==> src/include/ftg_regs.svh <==
`ifndef FTG_REGS_SVH
`define FTG_REGS_SVH

// Register indices; the APB byte address is four times the index.
`define FTG_IDX_BANK_CTRL 10'h001
`define FTG_IDX_FAN_MODE 10'h002
`define FTG_IDX_MISC_CTRL 10'h003
`define FTG_IDX_SPEED_EN 10'h007
`define FTG_IDX_SPEED_CFG 10'h008
`define FTG_IDX_PIN_CFG_LO 10'h009
`define FTG_IDX_UNLOCK 10'h07B
`define FTG_IDX_STATUS 10'h07C

// Reset values.
`define FTG_RST_FAN_MODE 8'h80
`define FTG_RST_MISC_CTRL 8'h00
`define FTG_RST_SPEED_EN 8'h00
`define FTG_RST_SPEED_CFG 8'h0F
`define FTG_RST_PIN_CFG_LO 8'h00

// Fan mode register fields.
`define FTG_B_FAST 0
`define FTG_B_PWM_MODE 2
`define FTG_B_BOOST1 3
`define FTG_B_BOOST2 4
`define FTG_B_FULL 5
`define FTG_B_PULSES_LSB 6
`define FTG_B_PULSES_MSB 7

// Miscellaneous control register fields.
`define FTG_B_PIN_EN 0
`define FTG_B_SCL_TO 1
`define FTG_B_SDA_TO 2
`define FTG_B_VOLT_ID_LOW 3
`define FTG_B_THERMAL_LOW 4
`define FTG_B_CI_CLR 5
`define FTG_B_XOR 6
`define FTG_B_VCORE 7

// Bank control register fields and the unlock key.
`define FTG_B_LOCK 6
`define FTG_B_SWRST 7
`define FTG_UNLOCK_KEY 8'h6D
`define FTG_SPEED_CFG_MASK 8'h0F

// Measurement timing.
`define FTG_CLK_MHZ 100
`define FTG_MEAS_PERIOD_MS 1000
`define FTG_FAST_DIV 4

`endif

==> src/include/ftg_pkg.sv <==
package ftg_pkg;

  // Register selected by an APB address.
  typedef enum logic [3:0] {
    FTG_SEL_NONE = 4'h0,
    FTG_SEL_BANK_CTRL = 4'h1,
    FTG_SEL_FAN_MODE = 4'h2,
    FTG_SEL_MISC_CTRL = 4'h3,
    FTG_SEL_SPEED_EN = 4'h4,
    FTG_SEL_SPEED_CFG = 4'h5,
    FTG_SEL_PIN_CFG_LO = 4'h6,
    FTG_SEL_UNLOCK = 4'h7,
    FTG_SEL_STATUS = 4'h8
  } ftg_sel_t;

  typedef logic [7:0] ftg_byte_t;

endpackage : ftg_pkg

==> src/core/ftg_sync3.sv <==
`timescale 1ns/1ps
`default_nettype none

// Three-stage pin synchroniser: the output follows only once the second and
// third stages agree, so a value caught mid-transition is never passed on.
module ftg_sync3 #(
  parameter int W = 1
) (
  input wire logic clk_sys,
  input wire logic resetn,
  input wire logic [W-1:0] pin_i,
  output logic [W-1:0] level_o
);

  logic [W-1:0] s1_q;
  logic [W-1:0] s2_q;
  logic [W-1:0] s3_q;

  // The first stage feeds the second stage only.
  always_ff @(posedge clk_sys or negedge resetn)
  begin
    if (!resetn)
    begin
      s1_q <= '0;
      s2_q <= '0;
      s3_q <= '0;
    end
    else
    begin
      s1_q <= pin_i;
      s2_q <= s1_q;
      s3_q <= s2_q;
    end
  end

  // Accept a bit only where the last two stages agree.
  always_ff @(posedge clk_sys or negedge resetn)
  begin
    if (!resetn)
    begin
      level_o <= '0;
    end
    else
    begin
      level_o <= (s2_q & s3_q) | (level_o & (s2_q | s3_q));
    end
  end

endmodule : ftg_sync3

`default_nettype wire

==> src/core/ftg_cfg_regs.sv <==
// Operation
// - Fast bit raises measurement rate to four per second; here only while the mode bit selects low frequency PWM.
// - Mode bit picks low or high frequency PWM.
// - Boost one clear lets regulator one force full.
// - Boost two clear lets regulator two force full.
// - Full speed bit forces every fan full.
// - Pulse field selects pulses one to four.
// - Bit zero enables general purpose pins.
// - Bit one enables clock line timeout.
// - Bit two enables data line timeout.
// - Bits three, four select low input thresholds.
// - Intrusion clear bit self clears, reads zero.
// - Bit six enables XOR tree test.
// - Per input speed measurement enables, reset zero.
// - Pair continuous measurement bits default to one.
// - Upper speed config bits read only zero.
// - Even pin bits set polarity, default low.
// - Odd pin bits set direction, default input.
// - Fan mode resets 0x80; lockable, soft resettable.
// - Lock bit freezes registers until power cycle.
//
// Decided for this implementation: the APB interface to the registers.
`include "ftg_regs.svh"
`timescale 1ns/1ps
`default_nettype none

module ftg_cfg_regs #(
  parameter int unsigned MEAS_CYCLES = `FTG_MEAS_PERIOD_MS * `FTG_CLK_MHZ * 1000
) (
  input wire logic clk_sys,
  input wire logic resetn,
  input wire logic psel,
  input wire logic penable,
  input wire logic pwrite,
  input wire logic [11:0] paddr,
  input wire logic [31:0] pwdata,
  output logic [31:0] prdata,
  output logic pready,
  output logic pslverr,
  input wire logic regulator_one_hot_in,
  input wire logic regulator_two_hot_in,
  input wire logic [3:0] gpio_in,
  output logic [3:0] gpio_out,
  output logic [3:0] gpio_oe,
  input wire logic [3:0] gpio_level_i,
  output logic [3:0] gpio_state_o,
  output logic fan_full_speed_o,
  output logic pwm_high_freq_o,
  output logic [2:0] speed_pulse_count_o,
  output logic measure_tick_o,
  output logic [7:0] fan_speed_input_enable_o,
  output logic [7:0] continuous_measure_o,
  output logic general_pin_enable_o,
  output logic scl_timeout_en_o,
  output logic sda_timeout_en_o,
  output logic voltage_id_low_level_sel,
  output logic thermal_in_low_level_sel,
  output logic intrusion_latch_clear,
  output logic xor_tree_en_o,
  output logic vcore_low_en_o,
  output logic lock_o
);
  import ftg_pkg::*;

  ////////////////////////////////////////////////////////////////////////////
  // Address decode.

  // Maps a byte address to a register; misaligned words select nothing.
  function automatic ftg_sel_t decode(input logic [11:0] a);
    logic [9:0] idx;
    idx = a[11:2];
    if (a[1:0] != 2'b00)
      decode = FTG_SEL_NONE;
    else if (idx == `FTG_IDX_BANK_CTRL)
      decode = FTG_SEL_BANK_CTRL;
    else if (idx == `FTG_IDX_FAN_MODE)
      decode = FTG_SEL_FAN_MODE;
    else if (idx == `FTG_IDX_MISC_CTRL)
      decode = FTG_SEL_MISC_CTRL;
    else if (idx == `FTG_IDX_SPEED_EN)
      decode = FTG_SEL_SPEED_EN;
    else if (idx == `FTG_IDX_SPEED_CFG)
      decode = FTG_SEL_SPEED_CFG;
    else if (idx == `FTG_IDX_PIN_CFG_LO)
      decode = FTG_SEL_PIN_CFG_LO;
    else if (idx == `FTG_IDX_UNLOCK)
      decode = FTG_SEL_UNLOCK;
    else if (idx == `FTG_IDX_STATUS)
      decode = FTG_SEL_STATUS;
    else
      decode = FTG_SEL_NONE;
  endfunction : decode

  ////////////////////////////////////////////////////////////////////////////
  // Declarations.

  ftg_sel_t sel; // Register addressed by the current transfer.
  logic wr_acc; // Write completing at this edge.
  logic setup; // Setup phase of any transfer.
  ftg_byte_t wbyte; // Low byte of the write data.
  logic soft_rst; // One-cycle software reset of unlocked registers.
  logic wr_en; // Writes allowed to lockable registers.
  ftg_byte_t fan_mode_q; // Fan mode register.
  ftg_byte_t misc_q; // Miscellaneous control register.
  ftg_byte_t speed_en_q; // Per-input measurement enables.
  logic [3:0] pair_cont_q; // Continuous measurement per input pair.
  ftg_byte_t pin_cfg_q; // Pin polarity and direction for pins 1 to 4.
  logic lock_q; // Write-once lock, cleared only by power-up reset.
  logic key_ok_q; // Unlock key seen, soft reset armed.
  logic ci_clr_q; // Intrusion latch clear pulse.
  logic [31:0] prdata_q; // Read data captured in the setup phase.
  logic [26:0] meas_cnt_q; // Measurement interval counter.
  logic tick_q; // Measurement strobe.
  logic [26:0] meas_limit; // Current interval length minus one.
  logic vr1_hot; // Regulator one hot, synchronised.
  logic vr2_hot; // Regulator two hot, synchronised.
  logic [3:0] pin_raw; // Pin inputs, synchronised.
  logic [3:0] pin_pol; // Polarity bits, 1 meaning active high.
  logic [3:0] pin_dir; // Direction bits, 1 meaning output.

  ////////////////////////////////////////////////////////////////////////////
  // APB slave.

  assign sel = decode(paddr);
  assign setup = psel & ~penable;
  assign wr_acc = psel & penable & pwrite;
  assign wbyte = pwdata[7:0];

  // No wait states: every access completes in its first access cycle.
  assign pready = 1'b1;

  // Unmapped or misaligned addresses answer with an error.
  assign pslverr = psel & penable & (sel == FTG_SEL_NONE);

  // Locked registers silently ignore writes; the bus sees no error.
  assign wr_en = ~lock_q;

  // Read data is captured one edge early so prdata comes from a flop.
  always_ff @(posedge clk_sys or negedge resetn)
  begin
    if (!resetn)
    begin
      prdata_q <= 32'h00000000;
    end
    else if (setup && !pwrite)
    begin
      case (sel)
        FTG_SEL_BANK_CTRL:
          prdata_q <= {24'h000000, 1'b0, lock_q, 6'h00};
        FTG_SEL_FAN_MODE:
          prdata_q <= {24'h000000, fan_mode_q};
        FTG_SEL_MISC_CTRL:
          prdata_q <= {24'h000000, misc_q};
        FTG_SEL_SPEED_EN:
          prdata_q <= {24'h000000, speed_en_q};
        FTG_SEL_SPEED_CFG:
          prdata_q <= {28'h0000000, pair_cont_q};
        FTG_SEL_PIN_CFG_LO:
          prdata_q <= {24'h000000, pin_cfg_q};
        FTG_SEL_STATUS:
          prdata_q <= {24'h000000, vr1_hot, vr2_hot, fan_full_speed_o,
                       key_ok_q, gpio_state_o};
        default:
          prdata_q <= 32'h00000000;
      endcase
    end
  end
  assign prdata = prdata_q;

  ////////////////////////////////////////////////////////////////////////////
  // Lock and software reset.

  // Lock sets once and only power-up reset clears it.
  always_ff @(posedge clk_sys or negedge resetn)
  begin
    if (!resetn)
      lock_q <= 1'b0;
    else if (wr_acc && sel == FTG_SEL_BANK_CTRL && wbyte[`FTG_B_LOCK])
      lock_q <= 1'b1;
  end

  // The key arms a single soft reset; any other unlock write disarms it.
  always_ff @(posedge clk_sys or negedge resetn)
  begin
    if (!resetn)
    begin
      key_ok_q <= 1'b0;
    end
    else if (soft_rst)
    begin
      key_ok_q <= 1'b0;
    end
    else if (wr_acc && sel == FTG_SEL_UNLOCK)
    begin
      key_ok_q <= (wbyte == `FTG_UNLOCK_KEY);
    end
  end

  // A locked bank is wholly unaffected by soft reset, since all is lockable.
  assign soft_rst = wr_acc & (sel == FTG_SEL_BANK_CTRL) & wbyte[`FTG_B_SWRST]
                    & key_ok_q & wr_en;

  ////////////////////////////////////////////////////////////////////////////
  // Configuration registers.

  // Fan mode register.
  always_ff @(posedge clk_sys or negedge resetn)
  begin
    if (!resetn)
      fan_mode_q <= `FTG_RST_FAN_MODE;
    else if (soft_rst)
      fan_mode_q <= `FTG_RST_FAN_MODE;
    else if (wr_acc && wr_en && sel == FTG_SEL_FAN_MODE)
      fan_mode_q <= wbyte;
  end

  // Miscellaneous control; the intrusion clear bit never stores a one.
  always_ff @(posedge clk_sys or negedge resetn)
  begin
    if (!resetn)
      misc_q <= `FTG_RST_MISC_CTRL;
    else if (soft_rst)
      misc_q <= `FTG_RST_MISC_CTRL;
    else if (wr_acc && wr_en && sel == FTG_SEL_MISC_CTRL)
      misc_q <= wbyte & ~(8'h01 << `FTG_B_CI_CLR);
  end

  // One-cycle clear of the intrusion latch on each write of a one while the bank is unlocked.
  always_ff @(posedge clk_sys or negedge resetn)
  begin
    if (!resetn)
    begin
      ci_clr_q <= 1'b0;
    end
    else
    begin
      ci_clr_q <= wr_acc & wr_en & (sel == FTG_SEL_MISC_CTRL)
                  & wbyte[`FTG_B_CI_CLR];
    end
  end

  // Measurement enables, one per input.
  always_ff @(posedge clk_sys or negedge resetn)
  begin
    if (!resetn)
      speed_en_q <= `FTG_RST_SPEED_EN;
    else if (soft_rst)
      speed_en_q <= `FTG_RST_SPEED_EN;
    else if (wr_acc && wr_en && sel == FTG_SEL_SPEED_EN)
      speed_en_q <= wbyte;
  end

  // Continuous measurement pairs; the upper nibble is not stored.
  always_ff @(posedge clk_sys or negedge resetn)
  begin
    if (!resetn)
      pair_cont_q <= 4'(`FTG_RST_SPEED_CFG);
    else if (soft_rst)
      pair_cont_q <= 4'(`FTG_RST_SPEED_CFG);
    else if (wr_acc && wr_en && sel == FTG_SEL_SPEED_CFG)
      pair_cont_q <= wbyte[3:0];
  end

  // Pin polarity and direction for pins 1 to 4.
  always_ff @(posedge clk_sys or negedge resetn)
  begin
    if (!resetn)
      pin_cfg_q <= `FTG_RST_PIN_CFG_LO;
    else if (soft_rst)
      pin_cfg_q <= `FTG_RST_PIN_CFG_LO;
    else if (wr_acc && wr_en && sel == FTG_SEL_PIN_CFG_LO)
      pin_cfg_q <= wbyte;
  end

  ////////////////////////////////////////////////////////////////////////////
  // Pin synchronisers.

  // Regulator hot inputs are active high and asynchronous.
  ftg_sync3 #(.W(2)) u_vr_sync (
    .clk_sys(clk_sys),
    .resetn(resetn),
    .pin_i({regulator_one_hot_in, regulator_two_hot_in}),
    .level_o({vr1_hot, vr2_hot})
  );

  // General purpose pin inputs.
  ftg_sync3 #(.W(4)) u_pin_sync (
    .clk_sys(clk_sys),
    .resetn(resetn),
    .pin_i(gpio_in),
    .level_o(pin_raw)
  );

  ////////////////////////////////////////////////////////////////////////////
  // Fan control outputs.

  // Any enabled boost source or the override drives fans full.
  assign fan_full_speed_o = fan_mode_q[`FTG_B_FULL]
                            | (~fan_mode_q[`FTG_B_BOOST1] & vr1_hot)
                            | (~fan_mode_q[`FTG_B_BOOST2] & vr2_hot);
  assign pwm_high_freq_o = fan_mode_q[`FTG_B_PWM_MODE];

  // Field 00..11 maps to one to four pulses after the second edge.
  assign speed_pulse_count_o = {1'b0, fan_mode_q[`FTG_B_PULSES_MSB:`FTG_B_PULSES_LSB]}
                               + 3'd1;
  assign fan_speed_input_enable_o = speed_en_q;
  assign continuous_measure_o = {pair_cont_q, pair_cont_q};

  // Interval is a quarter of a second with the fast bit in low frequency.
  assign meas_limit = (fan_mode_q[`FTG_B_FAST] && !fan_mode_q[`FTG_B_PWM_MODE])
                      ? 27'(MEAS_CYCLES / `FTG_FAST_DIV - 1)
                      : 27'(MEAS_CYCLES - 1);

  // Measurement strobe; a shortened interval takes effect at once.
  always_ff @(posedge clk_sys or negedge resetn)
  begin
    if (!resetn)
    begin
      meas_cnt_q <= 27'h0000000;
      tick_q <= 1'b0;
    end
    else if (meas_cnt_q >= meas_limit)
    begin
      meas_cnt_q <= 27'h0000000;
      tick_q <= 1'b1;
    end
    else
    begin
      meas_cnt_q <= meas_cnt_q + 27'h0000001;
      tick_q <= 1'b0;
    end
  end
  assign measure_tick_o = tick_q;

  ////////////////////////////////////////////////////////////////////////////
  // Miscellaneous outputs.

  assign general_pin_enable_o = misc_q[`FTG_B_PIN_EN];
  assign scl_timeout_en_o = misc_q[`FTG_B_SCL_TO];
  assign sda_timeout_en_o = misc_q[`FTG_B_SDA_TO];
  assign voltage_id_low_level_sel = misc_q[`FTG_B_VOLT_ID_LOW];
  assign thermal_in_low_level_sel = misc_q[`FTG_B_THERMAL_LOW];
  assign intrusion_latch_clear = ci_clr_q;
  assign xor_tree_en_o = misc_q[`FTG_B_XOR];
  assign vcore_low_en_o = misc_q[`FTG_B_VCORE];
  assign lock_o = lock_q;

  ////////////////////////////////////////////////////////////////////////////
  // General purpose pins 1 to 4.

  assign pin_pol = {pin_cfg_q[6], pin_cfg_q[4], pin_cfg_q[2], pin_cfg_q[0]};
  assign pin_dir = {pin_cfg_q[7], pin_cfg_q[5], pin_cfg_q[3], pin_cfg_q[1]};

  // Pins drive only when the function is on and the pin is an output.
  assign gpio_oe = pin_dir & {4{misc_q[`FTG_B_PIN_EN]}};

  // An active-low pin inverts the logical level in both directions.
  assign gpio_out = ~(gpio_level_i ^ pin_pol);
  assign gpio_state_o = ~(pin_raw ^ pin_pol);

endmodule : ftg_cfg_regs

`default_nettype wire

==> config.mk <==
export PLATFORM = sky130hd
export DESIGN_NAME = ftg_cfg_regs
export DESIGN_NICKNAME = d
export VERILOG_FILES = /design/src/include/ftg_pkg.sv /design/src/core/ftg_sync3.sv /design/src/core/ftg_cfg_regs.sv
export VERILOG_INCLUDE_DIRS = /design/src /design/src/include
export SDC_FILE = /design/constraint.sdc
export NUM_CORES = 1
export LEC_CHECK = 0
export BUFFER_PORTS_ARGS = -buffer_cell sky130_fd_sc_hd__buf_2
export CELL_PAD_IN_SITES_DETAIL_PLACEMENT = 1
export CELL_PAD_IN_SITES_GLOBAL_PLACEMENT = 1
export CORE_MARGIN = 2
export CORE_UTILIZATION = 38
export CTS_BUF_LIST = sky130_fd_sc_hd__clkbuf_8
export CTS_CLUSTER_SIZE = 30
export DETAILED_ROUTE_END_ITERATION = 7
export PLACE_DENSITY_LB_ADDON = 0.3
export SYNTH_ARGS = -nofsm -noshare
export SYNTH_HDL_FRONTEND = slang
export SYNTH_HIERARCHICAL = 1
export SYNTH_SLANG_ARGS = --single-unit
==> constraint.sdc <==
create_clock -name clk_sys -period 2.29 [get_ports clk_sys]
set_input_delay 0.1145 -clock clk_sys [delete_from_list [all_inputs] [get_ports clk_sys]]
set_output_delay 0.1145 -clock clk_sys [all_outputs]
set_load 0.02 [all_outputs]
[After elaboration in Yosys (flattened, before gate mapping)]
Index checks and enable logic that the tools add are counted.
Word-level totals
  bits in registers: 123
  input port bits: 59
  output and inout port bits: 77
  logic and storage cells: 117
Cells by class
  add/sub/neg operators: 2
  order comparisons: 1
  equal/unequal tests: 17
  muxes and demuxes: 25
  bitwise gates (word level): 32
  reduce and logical (&&, ||, !) cells: 21
Operators with widths (count)
  8-bit 2-to-1 mux: 8
  8-bit case mux with 7 select lines: 1
  27-bit 2-to-1 mux: 2
  4-bit 2-to-1 mux: 11
  27-bit by 1-bit adder with 27-bit output (second input constant): 1
  27-bit >= comparator: 1
  10-bit by 2-bit == test with 1-bit output (second input constant): 2
  10-bit by 4-bit == test with 1-bit output (second input constant): 2
  10-bit by 7-bit == test with 1-bit output (second input constant): 2
  4-bit by 3-bit == test with 1-bit output (second input constant): 4
  2-bit nonzero test: 7
  1-bit bitwise AND: 13
  4-bit bitwise AND: 3
  1-bit logical AND: 11
  10-bit by 1-bit == test with 1-bit output (second input constant): 1
  10-bit by 3-bit == test with 1-bit output (second input constant): 1
  4-bit by 2-bit == test with 1-bit output (second input constant): 2
  8-bit by 7-bit == test with 1-bit output (second input constant): 1
  4-bit NOT: 2
  4-bit bitwise OR: 2
  4-bit XOR: 2
  2-bit bitwise AND: 2
  4-bit by 1-bit == test with 1-bit output (second input constant): 1
  4-bit == test (second input constant): 1
  other kinds (7): 15

[Logic depth before layout (Yosys ltp)]
  depth in word-level cells: 16
  depth in mapped cells: 10
  mapped depth without buffers: 9

[By module]
Netlist, hierarchy kept.
Modules (own cells, without submodules)
  ftg_cfg_regs: times used 1, cells each 495, area an instance 4633.2 um^2, seq. area each 1858.0 um^2
  ftg_sync3 (u_pin_sync): times used 1, cells each 20, area an instance 445.4 um^2, seq. area each 400.4 um^2
  ftg_sync3 (u_vr_sync): times used 1, cells each 10, area an instance 222.7 um^2, seq. area each 200.2 um^2

[Worst setup path before layout]
No wires, ideal clock.
  path kind: register to register
  start point: reg fan_mode_q[2]
  end point: reg meas_cnt_q[10]
  setup time: 132 ps
  arrival time: 2254 ps
  data required time: 2158 ps
  setup slack: -95 ps
  cell stages (with the launch flop): 11
  path buffers: 1
  period minus slack after synthesis: 2385 ps
  cells stage by stage: dfrtp_1 nand2b_1 inv_1 ha_1 nand2_1 or3_1 a31oi_1 o211ai_1 nand2_1 clkbuf_1 nor2_1
Between the ends
  word-level cells in the longest chain between the ends: 5
Ends and longest elaborated chain
  start: declaration: RTL line ftg_cfg_regs.sv:103  | ftg_byte_t fan_mode_q;
  start signal: assignment: RTL line ftg_cfg_regs.sv:210  | fan_mode_q <= `FTG_RST_FAN_MODE;
  start signal: assignment: RTL line ftg_cfg_regs.sv:212  | fan_mode_q <= `FTG_RST_FAN_MODE;
  start signal: assignment: RTL line ftg_cfg_regs.sv:214  | fan_mode_q <= wbyte;
  1-bit logical NOT: RTL line ftg_cfg_regs.sv:310  | assign meas_limit = (fan_mode_q[`FTG_B_FAST] && !fan_mode_q[`FTG_B_PWM_MODE])
  1-bit logical AND: RTL line ftg_cfg_regs.sv:310
  27-bit 2-to-1 mux: RTL line ftg_cfg_regs.sv:310
  27-bit >= comparator: RTL line ftg_cfg_regs.sv:322  | else if (meas_cnt_q >= meas_limit)
  27-bit 2-to-1 mux: RTL line ftg_cfg_regs.sv:322
  end signal: assignment: RTL line ftg_cfg_regs.sv:329  | meas_cnt_q <= meas_cnt_q + 27'h0000001;
  end: declaration: RTL line ftg_cfg_regs.sv:112  | logic [26:0] meas_cnt_q;
Every way passes these cells.
A chain may end at the register's enable or synchronous reset.

[Worst setup path in the final report]
  start point: reg fan_mode_q[0]
  end point: reg meas_cnt_q[15]
Between the ends
  word-level cells in the longest chain between the ends: 4
Ends and longest elaborated chain (RTL line)
  1-bit logical AND: ftg_cfg_regs.sv:310
  27-bit 2-to-1 mux: ftg_cfg_regs.sv:310
  27-bit >= comparator: ftg_cfg_regs.sv:322
  27-bit 2-to-1 mux: ftg_cfg_regs.sv:322
Every way passes these cells.

==> run summary <==
Outcome -> completed
CTS buffer count -> 9
Synthesized instance count -> 525
Library cells used by synthesis -> 68
DR vias/cell -> 5.27
Clock sinks -> 98
Core ar. -> 13800 µm²
Antenna violations before repair -> 0
Synthesis warning total -> 6
Slowest cell on the critical path -> dfrtp_1
Beginning of the worst hold path -> pwdata[3]
Met2 Routed Length -> 7350 µm
CP startpoint kind -> flop
Via count -> 4435
Placement Setup Slack -> -0.0535 ns
I/O Buffers -> 86
Worst r2r dst -> meas_cnt_q[15]
Mapped Avg Cell Area -> 10.1 µm²
Die Y -> 122 µm
CTS HTree Levels -> 3
Met1 WL -> 6990 µm
Post-DP HPWL -> 11600 µm
Avg WL per Cell -> 18.0 µm
Routability cong. -> 0.889
Slew Limit Fails -> 0
Critical Path, Cell by Cell -> nand2b_4 -> inv_2 -> ha_1 -> nand2_1 -> or3_1 -> a31oi_1 -> o211ai_1 -> nand2_1 -> buf_12 -> nor2_1
Final ANT Viol Nets -> 0
Setup bufs post-CTS -> 0
PD cells -> 490 nW/µm²
Cell area after synthesis -> 5300 µm²
Hold Path Depth -> 3
Finished Core Util -> 47.1%
Post-synth EDFFs -> 0
Clock-pin slew on the worst setup and hold paths -> 0.09 ns
Minimum clock period -> 2.17 ns
Die X -> 122 µm
Max clock buf depth -> 2
Post-synthesis async set-or-reset flop share -> 100%
Clock Tree Root -> clkbuf_8
CP endpoint kind -> flop
Diode count -> 0
Initial DRT Pass Iterations -> 4
WP data arrival -> 2.43 ns
Total gr overflow -> 0
PnR worst setup slack -> 0.121 ns
Share of the synthesized area in the top cell type -> 43.9%
Layout cell share with drive strength beyond 1 -> 28.0%
Layout Skew -> 0.0189 ns
RR Startpoint -> fan_mode_q[0]
CP dominant cell by count -> nand2_1
Worst min-delay path endpoint -> fan_speed_input_enable_o[3]
First-pass GRT wire length -> 24300 µm
# IOs -> 136
Largest net degree at the start of global routing -> 57
WL met3 -> 675 µm
Req. time, crit path -> 2.55 ns
Max stage delay on crit path -> 0.45 ns
Leakage -> 3.17 nW
Top_reg_cell synth -> dfrtp_1
Setup violations, final -> 0
Area growth syn-to-layout -> 22.5%
Ranking of synthesized cells by area -> dfrtp_1, mux2i_1, nor2_1
Final Hold Fails -> 0
Slew headroom -> 62.6%
Number of global-route vias before repair -> 4541
Final net count -> 725
Starting DRT DRC Count -> 235
Pwr Total -> 3.18 mW
Worst Hold Class -> in2reg
Cell count of the worst reg-to-reg path -> 10
TritonCTS clock tree -> done
Peak supply drop -> 0.376 mV
DRC -> 0
Yosys top cell by area -> dfrtp_1
Crit Path Max Fanout -> 27
Die ar. -> 14900 µm²
Worst-skew pair later-pin latency -> 0.38 ns
Seq cells post-synth -> 98
Sequential fraction of the synthesis area -> 46.4%
Starting Density -> 38.5%
Fmax -> 461 MHz
Row count -> 43
Sum of negative setup slack -> 0 ns
Critical path type -> reg2reg
Slew at the pin closest to its max-slew limit -> 0.561 ns
Total wire length -> 15200 µm
Max Used Layer -> met4
Total Routing Usage GR -> 21.4%
Maxcap violations -> 0
R2R Setup Slk -> 0.12 ns
Final period utilization -> 94.7%
-- registers in the layout, indices dropped and copies added (netlist names) --
name                      cells
prdata                        8
u_vr_sync/s3_q                2
pair_cont_q                   4
u_pin_sync/s1_q               4
meas_cnt_q                   27
key_ok_q                      1
fan_speed_input_enable_o      8
intrusion_latch_clear         1
u_pin_sync/s3_q               4
u_vr_sync/s2_q                2
measure_tick_o                1
u_vr_sync/level_o             2
u_pin_sync/level_o            4
misc_q                        7
pin_cfg_q                     8
u_pin_sync/s2_q               4
u_vr_sync/s1_q                2
lock_o                        1
fan_mode_q                    8
-- power breakdown --
| group | switching (mW) | internal [mW] |
|---|---|---|
| sequential | 0.0178 | 1.76 |
| clock | 0.617 | 0.530 |
| combinational | 0.173 | 0.0886 |
-- placed cells by master, fill, tap and decap left out, types with 3 or more instances in the layout --
cell and instances:
dfrtp_1 92, and4_1 6, o21ai_1 4, xnor2_1 19
o21a_1 4, clkbuf_8 10, nand2_1 32, or3_1 3
dlygate4sd3_1 7, o41ai_1 3, nor2_1 63, nand3_1 23
ha_1 10, o211ai_1 4, and2_1 4, nand2b_1 13
conb_1 25, mux2_2 4, nor2b_1 4, nor3_1 7
inv_1 14, a22oi_1 13, dfstp_2 5, maj3_2 6
nor4_1 7, and3_1 7, a211oi_1 3, buf_4 46
a21boi_0 4, buf_12 6, buf_2 85, nand4_1 15
mux2i_1 27, o21ai_0 8, a21oi_1 16, xor2_1 14
-- how the worst max path moves through the flow --
stage / cells past startpoint / from / slack (ns) / to
CTS: 10 / fan_mode_q[2] / 0.04 / meas_cnt_q[15]
global placement: 9 / paddr[8] / -0.005 / misc_q[4]
finish: 10 / fan_mode_q[0] / 0.12 / meas_cnt_q[15]
floorplan: 8 / paddr[8] / -0.03 / fan_mode_q[7]
global route: 10 / fan_mode_q[0] / -0.005 / meas_cnt_q[18]
detailed placement: 9 / paddr[8] / -0.05 / misc_q[4]
-- logic make-up after synthesis --
logic type / after synthesis / share of synthesized area (%)
DFF: 98 / 46.4
muxes: 32 / 6.23
and+or+nand+nor: 205 / 20.7
other: 2 / 0.142
buffers and inverters: 60 / 6.66
xor gates and xnor gates: 33 / 5.45
AOI/OAI and AO/OA: 79 / 10.9
adders and majority gates: 16 / 3.63
-- metal layers --
layer / up-vias / track usage (%)
met3: 11 / 4.17
li1: 2081 / -
met2: 94 / 34.6
met4: 0 / 5.89
met1: 2249 / 29.3
met5: - / 0
-- cells in the mapped netlist, types with 5 or more instances --
cell      count
ha_1         10
nor2_1       64
xor2_1       14
xnor2_1      19
nor4_1        7
buf_4        29
dfrtp_1      93
nand2_1      32
o21ai_0       8
nor3_1        7
mux2i_1      27
and4_1        6
inv_1        13
nand2b_1     14
and3_1        7
nand4_1      15
maj3_2        6
a21oi_1      16
clkbuf_1     13
dfstp_2       5
a22oi_1      13
nand3_1      23
-- through the flow --
step / hold slack [ns] / instances / cell area [µm²]
2_1_floorplan: -0.181 / 548 / 5400
3_3_place_gp: 0.141 / 818 / 6210
3_5_place_dp: 0.151 / 818 / 6210
4_1_cts: 0.0207 / 841 / 6480
5_1_grt: 0.0482 / 841 / 6490
6_report: 0.0493 / 841 / 6490
-- what timing repair did --
| item | CTS | global route |
|---|---|---|
| resized for setup | 1 | 2 |
| setup endpoints to repair | 1 | 27 |
| hold endpoints to repair | 48 | 0 |
| hold buffers | 7 | 0 |
-- worst max-delay path, delay by kind of cell, from the launching register on --
family          cells  cell delay, ns
simple gates        5            0.76
flops               1            0.45
compound gates      2            0.32
fa+ha+maj           1            0.29
buf+inv             2            0.24
-- layout make-up --
class	count	area, µm²
Clock inverter	6	58.8
Timing Repair Buffer	144	961
Sequential cell	98	2460
Fill cell	1610	7280
Clock buffer	10	138
Multi-Input combinational cell	390	2600
Tap cell	180	225
Inverter	13	48.8
Power figures use the tool's default switching activity.
